File: config.mk
export PLATFORM = sky130hd
export DESIGN_NAME = cafes_filter
export DESIGN_NICKNAME = d
export VERILOG_FILES = /design/src/pkg/cafes_pkg.sv /design/src/rtl/cafes_filter.sv
export VERILOG_INCLUDE_DIRS = /design/src /design/src/pkg
export SDC_FILE = /design/constraint.sdc
export NUM_CORES = 1
export LEC_CHECK = 0
export BUFFER_PORTS_ARGS = -buffer_cell sky130_fd_sc_hd__buf_4
export CAP_MARGIN = 20
export CORE_AREA = 4 4 132 134
export CTS_BUF_LIST = sky130_fd_sc_hd__clkbuf_8
export DETAILED_ROUTE_END_ITERATION = 10
export DIE_AREA = 0 0 136 138
export PLACE_DENSITY = 0.86
export SLEW_MARGIN = 20
export SYNTH_ARGS = -nofsm -noshare
export SYNTH_HDL_FRONTEND = slang
export SYNTH_SLANG_ARGS = --single-unit
File: constraint.sdc
create_clock -name clock -period 2.5 [get_ports clock]
set_clock_uncertainty 0.1 [all_clocks]
set_input_delay 0.375 -clock clock [delete_from_list [all_inputs] [get_ports clock]]
set_output_delay 0.375 -clock clock [all_outputs]
set_load 0.05 [all_outputs]
File: src/pkg/cafes_defs.svh
// Purpose: Constants for the CAN acceptance filter and error status block
// Assumes: APB byte addresses, one 32-bit word per register
// Notes:   Offsets are chosen locally; nothing fixes them elsewhere
`ifndef CAFES_DEFS_SVH
`define CAFES_DEFS_SVH
`define CAFES_OFS_MISC      12'h000
`define CAFES_OFS_RXERR     12'h004
`define CAFES_OFS_TXERR     12'h008
`define CAFES_OFS_CTRL      12'h00c
`define CAFES_OFS_FILT      12'h010
`define CAFES_OFS_IRQ_STAT  12'h014
`define CAFES_OFS_IRQ_EN    12'h018
`define CAFES_OFS_IRQ_CLR   12'h01c
`define CAFES_OFS_CODE0     12'h020
`define CAFES_OFS_MASK0     12'h040
`define CAFES_BIT_HOLD      0
`define CAFES_BIT_BUSOFF_RECOVERY_OPTION      0
`define CAFES_BIT_INITIALIZATION_REQUEST    1
`define CAFES_BIT_SLEEP_REQUEST     2
`define CAFES_POS_MODE      4
`define CAFES_POS_HIT       0
`define CAFES_IRQ_ACCEPT    0
`define CAFES_IRQ_BUSOFF    1
`define CAFES_RST_BYTE      8'h00
`define CAFES_RST_CTRL      8'h00
`define CAFES_RST_MODE      2'h0
`endif

File: src/pkg/cafes_pkg.sv
// Purpose: Types for the CAN acceptance filter and error status block
// Assumes: Constants live in cafes_defs.svh
// Notes:   Frame carrier holds the four identifier bytes and format
package cafes_pkg;
  typedef enum logic [1:0] {
    CAFES_MODE_32,
    CAFES_MODE_16,
    CAFES_MODE_8,
    CAFES_MODE_CLOSED
  } cafes_mode_t;

  typedef struct packed {
    logic [3:0][7:0] identifier_bytes; // Byte 0 in [7:0]
    logic            extended;         // Extended identifier frame
  } cafes_frame_t;

  typedef enum {
    CAFES_BO_ACTIVE,
    CAFES_BO_HOLD
  } cafes_bo_t;

  typedef struct packed {
    logic [7:0][7:0] accept_code;
    logic [7:0][7:0] accept_mask;
    logic [1:0]      filter_mode_select;
    logic [2:0]      filter_hit_index;
    logic            busoff_recovery_option;
    logic            initialization_request;
    logic            sleep_request;
    logic            busoff_hold_flag;
    logic [1:0]      irq_stat;
    logic [1:0]      irq_en;
    logic            rx_pending;
    logic [2:0]      bg_hit;
    logic            recover_pulse;
    logic [31:0]     prdata;
  } cafes_state_t;
endpackage

File: src/rtl/cafes_filter.sv
// Purpose: Receive acceptance filter, bus-off hold flag and error counters
// Assumes: Frames arrive complete from the protocol engine, one per pulse
// Notes:   APB slave answers with zero wait states
`include "cafes_defs.svh"
`timescale 1ns/1ns
`default_nettype none

// Register map, one 32-bit word per register, byte lane 0 only:
//   0x00 misc_busoff_control
//        bit 0 hold flag; a one written clears it, a zero does nothing
//   0x04 receive_error_count
//        live copy of the engine's receive counter, writes dropped
//   0x08 transmit_error_count
//        live copy of the engine's transmit counter, writes dropped
//   0x0c control
//        bit 0 recovery option, bit 1 init request, bit 2 sleep request
//   0x10 filter control
//        bits 5:4 filter organisation (init mode writes only)
//        bits 2:0 hit index of the foreground frame, read-only
//   0x14 interrupt status
//        bit 0 accepted frame, bit 1 bus-off entry, sticky
//   0x18 interrupt enable, same layout as the status word
//   0x1c interrupt clear, write-only; a one clears the status bit
//   0x20 + 4n accept_code_n, n = 0..7 (init mode writes only)
//   0x40 + 4n accept_mask_n, n = 0..7 (init mode writes only)
// Everything else reads zero and ignores writes, except unaligned 0x20-0x5f addresses, which alias; no error response.
//
// Limitation: the counters are not gated by the mode, so a read
// outside acknowledged sleep or init mode may catch a moving value.
// Trade-off: read data is captured in the setup cycle so the access
// phase needs no wait state while prdata still comes from a flop.

// One acceptance byte; a mask one makes that bit don't care
module cafes_byte_match (
  input  wire logic [7:0] id_byte,   // Identifier byte
  input  wire logic [7:0] code_byte, // Acceptance code byte
  input  wire logic [7:0] mask_byte, // Acceptance mask byte
  output logic            match      // All cared bits equal
);
  assign match = &((~(id_byte ^ code_byte)) | mask_byte);
endmodule

// Behaviour
// - Writing one to the bus-off hold flag clears it and zero does nothing.
// - With the recovery option set, bus-off entry sets and holds the flag.
// - Clearing the hold flag is taken as the software recovery request.
// - The receive error counter is readable and ignores writes.
// - The transmit error counter is readable and ignores writes.
// - Every frame enters the background buffer; only accepted ones signal.
// - Identifier bytes are compared bit by bit with the code bytes.
// - In 32-bit mode extended frames use four byte pairs per bank, standard frames two.
// - Code and mask bytes read anytime and write only in init mode.
// - Each compare result is qualified by the matching mask bit.
// - Mask zero must match, mask one is don't care, all bits must match.
// - Mode field picks two 32, four 16, eight 8-bit filters, or closed.
// - The hit index names the accepting filter and loads with the frame.
module cafes_filter #(
  parameter int ADDR_W = 12 // APB address width
) (
  input  wire logic                  clock,          // 100 MHz clock
  input  wire logic                  rst,            // Sync reset, high
  input  wire logic                  clk_en,         // Freezes state if low
  input  wire logic                  psel,           // APB select
  input  wire logic                  penable,        // APB access phase
  input  wire logic                  pwrite,         // APB direction
  input  wire logic [ADDR_W-1:0]     paddr,          // APB byte address
  input  wire logic [31:0]           pwdata,         // APB write data
  input  wire logic [3:0]            pstrb,          // APB byte strobes
  output logic                       pready,         // APB ready
  output logic [31:0]                prdata,         // APB read data
  output logic                       pslverr,        // APB error
  input  wire logic                  frame_valid,    // Frame done, pulse
  input  wire cafes_pkg::cafes_frame_t frame_in,     // Received identifier
  input  wire logic                  fg_load,        // Frame to foreground
  input  wire logic                  busoff_enter,   // Bus-off entry pulse
  input  wire logic [7:0]            rx_err_count,   // Engine RX counter
  input  wire logic [7:0]            tx_err_count,   // Engine TX counter
  input  wire logic                  initialization_acknowledge, // Init ack
  input  wire logic                  sleep_acknowledge,          // Sleep ack
  output logic                       initialization_request,     // To core
  output logic                       sleep_request,              // To core
  output logic                       busoff_recovery_option,     // To core
  output logic                       busoff_hold,    // Stay bus-off
  output logic                       recovery_request, // Pulse to core
  output logic                       rx_accept,      // Accepted frame pulse
  output logic [2:0]                 rx_accept_hit,  // Hit of that frame
  output logic                       irq             // Level interrupt
);

  initial begin
    if (ADDR_W < 7) begin
      $error("ADDR_W too small for the register map");
    end
    // Offsets are 12-bit constants; wider buses only add zero bits
    if (ADDR_W > 32) begin
      $error("ADDR_W wider than the APB address");
    end
  end

  cafes_pkg::cafes_state_t r_reg;
  cafes_pkg::cafes_state_t r_next;

  logic        in_init;
  logic [7:0]  match_byte;
  logic        hit_any;
  logic [2:0]  hit_idx;
  logic        wr;
  logic        rd;
  logic [ADDR_W-1:0] ofs;
  logic [2:0]  sel;
  logic        bank_hit [0:7];
  logic [7:0]  pair_match;
  logic [7:0]  low_match;
  logic [31:0] rd_word;

  assign in_init = r_reg.initialization_request & initialization_acknowledge;
  assign wr = psel & penable & pwrite;
  assign rd = psel & penable & ~pwrite;
  assign ofs = paddr;
  assign sel = paddr[4:2];

  // bitwise compare, byte n against identifier byte n mod 4
  for (genvar g = 0; g < 8; g++) begin : g_full
    cafes_byte_match u_match (
      .id_byte   (frame_in.identifier_bytes[g % 4]),
      .code_byte (r_reg.accept_code[g]),
      .mask_byte (r_reg.accept_mask[g]),
      .match     (match_byte[g])
    );
  end

  // Byte pairs of the 16-bit filters see identifier bytes 0 and 1
  for (genvar g = 0; g < 8; g++) begin : g_pair
    cafes_byte_match u_match (
      .id_byte   (frame_in.identifier_bytes[g % 2]),
      .code_byte (r_reg.accept_code[g]),
      .mask_byte (r_reg.accept_mask[g]),
      .match     (pair_match[g])
    );
  end

  // Single-byte filters all see identifier byte 0
  for (genvar g = 0; g < 8; g++) begin : g_low
    cafes_byte_match u_match (
      .id_byte   (frame_in.identifier_bytes[0]),
      .code_byte (r_reg.accept_code[g]),
      .mask_byte (r_reg.accept_mask[g]),
      .match     (low_match[g])
    );
  end

  always_comb begin
    hit_any = 1'b0;
    hit_idx = 3'h0;
    for (int f = 0; f < 8; f++) begin
      bank_hit[f] = 1'b0;
    end
    case (cafes_pkg::cafes_mode_t'(r_reg.filter_mode_select))
      cafes_pkg::CAFES_MODE_32: begin
        for (int b = 0; b < 2; b++) begin
          if (frame_in.extended) begin
            bank_hit[b] = &match_byte[b*4 +: 4];
          end else begin
            bank_hit[b] = &match_byte[b*4 +: 2];
          end
        end
      end
      cafes_pkg::CAFES_MODE_16: begin
        // 16-bit filters look at identifier bytes 0 and 1
        for (int b = 0; b < 4; b++) begin
          bank_hit[b] = pair_match[b*2] & pair_match[b*2+1];
        end
      end
      cafes_pkg::CAFES_MODE_8: begin
        // 8-bit filters look at identifier byte 0 only
        for (int b = 0; b < 8; b++) begin
          bank_hit[b] = low_match[b];
        end
      end
      default: begin
        hit_any = 1'b0; // Closed: nothing accepted
      end
    endcase
    // Lowest numbered filter wins
    for (int f = 7; f >= 0; f--) begin
      if (bank_hit[f]) begin
        hit_any = 1'b1;
        hit_idx = 3'(f);
      end
    end
  end

  // State update, bus slave and event handling
  always_comb begin
    r_next = r_reg;
    r_next.recover_pulse = 1'b0;
    r_next.prdata = 32'h0000_0000;
    if (frame_valid) begin
      r_next.rx_pending = hit_any;
      r_next.bg_hit = hit_idx;
    end
    if (fg_load && r_reg.rx_pending) begin
      r_next.filter_hit_index = r_reg.bg_hit;
      r_next.rx_pending = frame_valid ? hit_any : 1'b0;
    end
    if (wr) begin
      case (ofs)
        `CAFES_OFS_MISC: begin
          if (pstrb[0] && pwdata[`CAFES_BIT_HOLD] && r_reg.busoff_hold_flag) begin
            r_next.busoff_hold_flag = 1'b0;
            r_next.recover_pulse = 1'b1;
          end
        end
        `CAFES_OFS_CTRL: begin
          if (pstrb[0]) begin
            r_next.busoff_recovery_option = pwdata[`CAFES_BIT_BUSOFF_RECOVERY_OPTION];
            r_next.initialization_request = pwdata[`CAFES_BIT_INITIALIZATION_REQUEST];
            r_next.sleep_request = pwdata[`CAFES_BIT_SLEEP_REQUEST];
          end
        end
        `CAFES_OFS_FILT: begin
          if (pstrb[0] && in_init) begin
            r_next.filter_mode_select = pwdata[`CAFES_POS_MODE +: 2];
          end
        end
        `CAFES_OFS_IRQ_EN: begin
          if (pstrb[0]) begin
            r_next.irq_en = pwdata[1:0];
          end
        end
        `CAFES_OFS_IRQ_CLR: begin
          if (pstrb[0]) begin
            r_next.irq_stat = r_reg.irq_stat & ~pwdata[1:0];
          end
        end
        default: begin
          if (in_init && pstrb[0] && ofs[ADDR_W-1:7] == '0) begin
            if (ofs[6:5] == 2'b01) begin
              r_next.accept_code[sel] = pwdata[7:0];
            end else if (ofs[6:5] == 2'b10) begin
              r_next.accept_mask[sel] = pwdata[7:0];
            end
          end
        end
      endcase
    end
    // hold on bus-off; set wins over clear
    if (busoff_enter && r_reg.busoff_recovery_option) begin
      r_next.busoff_hold_flag = 1'b1;
      r_next.recover_pulse = 1'b0;
    end
    if (frame_valid && hit_any) begin
      r_next.irq_stat[`CAFES_IRQ_ACCEPT] = 1'b1;
    end
    if (busoff_enter) begin
      r_next.irq_stat[`CAFES_IRQ_BUSOFF] = 1'b1;
    end
    // Read data is captured in the setup cycle
    if (psel && !penable && !pwrite) begin
      r_next.prdata = rd_word;
    end else if (rd) begin
      r_next.prdata = r_reg.prdata; // Hold through the access phase
    end
  end

  // Read mux; the counters pass through live, not snapshotted
  always_comb begin
    rd_word = 32'h0000_0000;
    case (ofs)
      `CAFES_OFS_MISC: begin
        rd_word = {31'h0, r_reg.busoff_hold_flag};
      end
      `CAFES_OFS_RXERR: begin
        rd_word = {24'h0, rx_err_count};
      end
      `CAFES_OFS_TXERR: begin
        rd_word = {24'h0, tx_err_count};
      end
      `CAFES_OFS_CTRL: begin
        rd_word = {29'h0, r_reg.sleep_request,
                   r_reg.initialization_request,
                   r_reg.busoff_recovery_option};
      end
      `CAFES_OFS_FILT: begin
        rd_word = {26'h0, r_reg.filter_mode_select,
                   1'b0, r_reg.filter_hit_index};
      end
      `CAFES_OFS_IRQ_STAT: begin
        rd_word = {30'h0, r_reg.irq_stat};
      end
      `CAFES_OFS_IRQ_EN: begin
        rd_word = {30'h0, r_reg.irq_en};
      end
      default: begin
        if (ofs[ADDR_W-1:7] == '0 && ofs[6:5] == 2'b01) begin
          rd_word = {24'h0, r_reg.accept_code[sel]};
        end else if (ofs[ADDR_W-1:7] == '0 && ofs[6:5] == 2'b10) begin
          rd_word = {24'h0, r_reg.accept_mask[sel]};
        end
      end
    endcase
  end

  // Single state register, frozen while clk_en is low
  always_ff @(posedge clock) begin
    if (rst) begin
      r_reg <= '0;
    end else if (clk_en) begin
      r_reg <= r_next;
    end
  end

  // Handshake is combinational; data comes from flops
  assign pready = 1'b1;
  assign pslverr = 1'b0;
  assign prdata = r_reg.prdata;
  assign initialization_request = r_reg.initialization_request;
  assign sleep_request = r_reg.sleep_request;
  assign busoff_recovery_option = r_reg.busoff_recovery_option;
  assign busoff_hold = r_reg.busoff_hold_flag;
  assign recovery_request = r_reg.recover_pulse;
  assign rx_accept = frame_valid & hit_any & clk_en;
  assign rx_accept_hit = hit_idx;
  assign irq = |(r_reg.irq_stat & r_reg.irq_en);

endmodule
`default_nettype wire

# Yosys cells after proc, flatten, opt, wreduce, memory -nomap -nowiden
# Cells that the tools add are included.
dict set report classes {
  order_cmp 2
  n_eq_ne 12
  mux 51
  n_bitwise 64
  n_reduce_logical 57
}
# operator count
set op_table {}
lappend op_table {{64-bit bitwise mux} 2}
lappend op_table {{8-bit NOT} 16}
lappend op_table {{8-bit bitwise OR} 16}
lappend op_table {{8-bit bitwise XOR} 16}
lappend op_table {{8-bit AND reduction} 12}
lappend op_table {{32-bit two-way mux} 2}
lappend op_table {{32-bit AND reduction} 2}
lappend op_table {{8-bit case mux with 7 select lines} 1}
lappend op_table {{8-bit binary-select mux with 3-bit select} 2}
lappend op_table {{12-bit by 5-bit == test with 1-bit output (second input constant)} 4}
lappend op_table {{8-bit two-way mux} 5}
lappend op_table {{16-bit AND reduction} 2}
lappend op_table {{8-bit demux with 3-bit select} 1}
lappend op_table {{12-bit by 4-bit == test with 1-bit output (second input constant)} 2}
lappend op_table {{3-bit two-way mux} 8}
lappend op_table {{4-bit AND reduction} 6}
lappend op_table {{1-bit two-way mux} 21}
lappend op_table {{2-bit nonzero test} 10}
lappend op_table {{12-bit by 3-bit == test with 1-bit output (second input constant)} 1}
lappend op_table {{1-bit logical AND} 12}
lappend op_table {{12-bit zero test} 1}
lappend op_table {{1-bit AND} 10}
lappend op_table {{2-bit two-way mux} 4}
lappend op_table {{4-bit two-way mux} 2}
lappend op_table {{19 further kinds} 28}
dict set report word_totals {
  register_bits 178
  in_bits 108
  out_inout_bits 44
  wordCells 215
}

# Longest topological paths before layout
dict set report logic_depth {
  depth_word 16
  depth_mapped 9
}

# By module
# Synthesis repeated with hierarchy kept, for this count alone.
dict set report unflattened {
  cells_unflattened 1101
  hier_area_um2 10184.8
}
# module n_inst cells_each area_each_um2 seq_area_each_um2
set by_module_without_submodules {}
lappend by_module_without_submodules {cafes_filter 1 789 7602.3 3083.0}
lappend by_module_without_submodules {cafes_byte_match 24 13 107.6 0.0}

# Worst setup path after synthesis
# Ideal clock, no wire load.
dict set report synth_path {
  path_type {input-to-output}
  start {input port frame_in[1] in the netlist's numbering}
  end {output port rx_accept}
  arrival_ps 2481
  required_ps 2025
  path_slack_ps -456
  path_stages 8
  path_cell_list {buf_2 xnor2_1 o22ai_1 nor4_2 nand3_1 o211ai_4 o21ai_2 a21oi_1}
}
dict set report synth_via {
  elab_chain_cells 15
}
# element line_no
set synth_lines {}
lappend synth_lines {{from (decl)} cafes_filter.sv:73} ;# input wire cafes_pkg::cafes_frame_t frame_in,
lappend synth_lines {{8-bit bitwise XOR} cafes_filter.sv:40} ;# assign match = &((~(id_byte ^ code_byte)) | mask_byte);
lappend synth_lines {{8-bit NOT} cafes_filter.sv:40}
lappend synth_lines {{8-bit bitwise OR} cafes_filter.sv:40}
lappend synth_lines {{8-bit AND reduction} cafes_filter.sv:40}
lappend synth_lines {{4-bit two-way mux} cafes_filter.sv:158} ;# case (cafes_pkg::cafes_mode_t'(r_reg.filter_mode_select))
lappend synth_lines {{1-bit two-way mux (7 in a row)} cafes_filter.sv:186} ;# if (bank_hit[f]) begin
lappend synth_lines {{1-bit two-way mux (*)} cafes_filter.sv:186}
lappend synth_lines {{1-bit AND (*) (2 in a row)} cafes_filter.sv:322} ;# assign rx_accept = frame_valid & hit_any & clk_en;
lappend synth_lines {{to (decl)} cafes_filter.sv:85} ;# output logic rx_accept,
# Every way passes the cells marked *; elsewhere a longest branch is shown, timed or not.

# Worst setup path in the final report
dict set report layout_path {
  start {register r_reg[142] in the netlist's numbering}
  end {output port rx_accept_hit[2]}
}
dict set report layout_via {
  elab_chain_cells 9
}
# element line_no
set layout_lines {}
lappend layout_lines {{from (decl)} cafes_filter.sv:100} ;# cafes_pkg::cafes_state_t r_reg;
lappend layout_lines {{from (signal assigned)} cafes_filter.sv:309} ;# r_reg <= r_next;
lappend layout_lines {{8-bit bitwise XOR} cafes_filter.sv:40}
lappend layout_lines {{8-bit NOT} cafes_filter.sv:40}
lappend layout_lines {{8-bit bitwise OR} cafes_filter.sv:40}
lappend layout_lines {{8-bit AND reduction} cafes_filter.sv:40}
lappend layout_lines {{2-bit case mux with 2 select lines} cafes_filter.sv:158}
lappend layout_lines {{3-bit two-way mux (3 in a row)} cafes_filter.sv:186}
lappend layout_lines {{3-bit two-way mux (*)} cafes_filter.sv:186}
lappend layout_lines {{to (decl)} cafes_filter.sv:86} ;# output logic [2:0] rx_accept_hit,
# Marked as above.

==> impl_metrics.yaml <==
run_status:
  status: "finished with violations"
  violations: "setup timing"
timing:
  rsz0062_at_grt: "true"
  relSlewSlack_pct: 59.6
  fmax_mhz: 315
  fin_crit_ns: 3.17
  report.final.slew_viol_count: 0
  max_slew.worst_pin.slew_ns: 0.607
  holdWs_ns: 0.0663
  final_hold_viol_count: 0
  period_share_pct: 127
  finalSetupViolCount: 4
  fin_setup_tns_ns: -2.52
  finalWorstSetupSlack_ns: -0.673
clock_tree:
  path_clk_slew_ns: 0.09
  numCtsBuffers: 17
  clock_sinks: 154
  holdBufCountCts: 0
  cts_root_buffer: "clkbuf_8"
  clock_latency_ns: 0.49
  cts.path.max_buffers: 2
  cts_tree: "built"
  cts_htree_levels: 4
detailed_routing:
  wl_per_cell_um: 23.4
  drcViolationCount: 0
  vias: 9587
  vias_per_cell: 6.35
  firstDrtPassIters: 6
  drt_iter0_markers: 1389
  routed_wl_mm: 35.3
  antenna_left: 0
layout:
  final_common_cell: "buf_4"
  fin_util_pct: 74.2
  drive_gt1_share_pct: 31.9
  largest_register_ffs: 141
  final_nets: 1388
  final_cell_mix: "buf_4, dfxtp_1, xnor2_1"
  area_growth_pct: 28.4
  insertedDiodeCount: 0
power_and_ir_drop:
  powerDensity_mw_per_mm2: 417
  peakVddDrop_mv: 0.322
  power_leakage_nw: 4.95
yosys:
  ys_warn_count: 0
  postSynthCellCount: 1074
  syn_avg_cell_area_um2: 8.76
  ys_ff_latch: 154
  seq_area_frac_synth_pct: 32.8
  synth_enable_flop_cells: 0
  async_flop_share_pct: 0
  synth_ff_type: "dfxtp_1"
  ys_types: 68
  synth_area_mm2: 0.00941
grt:
  track_usage_pct: 36.8
  grt_max_degree: 76
  grt_pass1_wl_mm: 52.7
  grt_pass1_vias: 9151
  grt-ovfl-total: 0
  antenna_found_initial: 0
flow_run:
  maxCapViolCount: 0
floorplanning:
  rows: 47
  die_height_um: 138
  die_area_mm2: 0.0188
  die_w_um: 136
  io_pins: 152
  initial_core_util_pct: 57.8
  coreArea_mm2: 0.0163
placement:
  gp_congestion: 1.03
  dp_slack_ns: -0.308
  numPortBuffers: 97
  dp_hpwl_mm: 26.4
critical_path:
  cp-start-kind: "flip-flop"
  path_class: "reg -> out"
  crit_path_max_incr_delay_ns: 0.51
  cp-end-kind: "output port"
  path_max_fanout: 4
  cp.required_ns: 2.03
  worstPathArrival_ns: 2.70
  path_cells: "xnor2_2 > o22ai_1 > or4_4 > o211ai_4 > and4b_2 > o21ai_4 > and3b_2 > buf_8"
  slowest_stage: "or4_4"
hold_path:
  min_path_type: "in -> reg"
==> Yosys cell counts, drive strengths merged, types with 7 or more instances <==
master	n	area (um^2)
a21oi	88	440
a22oi	7	52.6
buf	71	478
clkbuf	51	191
dfxtp	154	3080
inv	10	37.5
mux2i	79	791
mux4	33	747
nand2	92	348
nand3	74	370
nor2	106	403
nor3	12	75.1
nor4	8	62.6
o21ai	15	78.8
o22ai	55	344
or3	7	43.8
xnor2	123	1080
==> per-stage QoR <==
step	cell area (um^2)	power (W)	std cells
3_5_place_dp	11400	0.00322	1467
6_report	12100	0.00503	1509
2_1_floorplan	9590	0.00297	1098
5_1_grt	12100	0.00517	1509
4_1_cts	11900	0.00500	1503
3_3_place_gp	11400	0.00321	1467
==> per-layer routing <==
| metal | up-vias | wire, um | track usage, % |
|---|---|---|---|
| li1 | 4170 | - | - |
| met1 | 4449 | 13000 | 48.9 |
| met2 | 797 | 15200 | 55.5 |
| met3 | 171 | 4730 | 8.61 |
| met4 | 0 | 2300 | 19.8 |
| met5 | - | 0 | 0 |
==> worst max-delay path: cells and delay by family, from the launching register on <==
| family | cells | cell delay [ns] |
|---|---|---|
| buffers and inverters | 1 | 0.15 |
| flip-flops | 1 | 0.38 |
| XOR/XNOR | 1 | 0.18 |
| AND/OR/NAND/NOR | 3 | 1.06 |
| AO/OA/AOI/OAI | 3 | 0.46 |
==> report_power, final <==
part	switching [W]	leakage (nW)	total (W)	internal, W
Sequential	0.000000841	1.25	0.00244	0.00244
Combinational	0.000450	3.51	0.000743	0.000293
Clock	0.00106	0.189	0.00185	0.000792
==> path summary, 6_finish.rpt <==
kind,startpoint,to,slack [ns],cells after the start
setup / recovery,r_reg[142],rx_accept_hit[2],-0.67,8
hold / removal,busoff_enter,r_reg[40],0.07,3
setup reg to reg,r_reg[142],r_reg[34],0.01,9
hold reg to reg,prdata[0],prdata[0],0.36,2
==> final cells by class <==
class                      instances  area (um^2)
tap                              220          275
timing repair buffer             281         2330
clock buffer                      20          275
sequential                       154         3120
fill                            1170         4200
clock inverter                    12          105
inverter                          11         41.3
multi-input combinational        811         5940
==> cells by family after synthesis <==
kind of cell	share of synthesized area (%)
AND/OR/NAND/NOR	16.4
other	0.0798
adder cells (fa/ha/maj)	0.532
XOR/XNOR	11.9
multiplexers	16.6
flip-flops	32.8
buffers and inverters	7.55
AO/OA/AOI/OAI	14.2
==> what timing repair did <==
| item | in CTS | in global routing |
|---|---|---|
| setup buffers | 4 | 6 |
| pin swaps | 10 | 13 |
| gates cloned | 0 | 0 |
| resized for setup | 24 | 24 |
| setup endpoints to repair | 4 | 8 |
No activity file was read; power rests on OpenSTA's default activity.
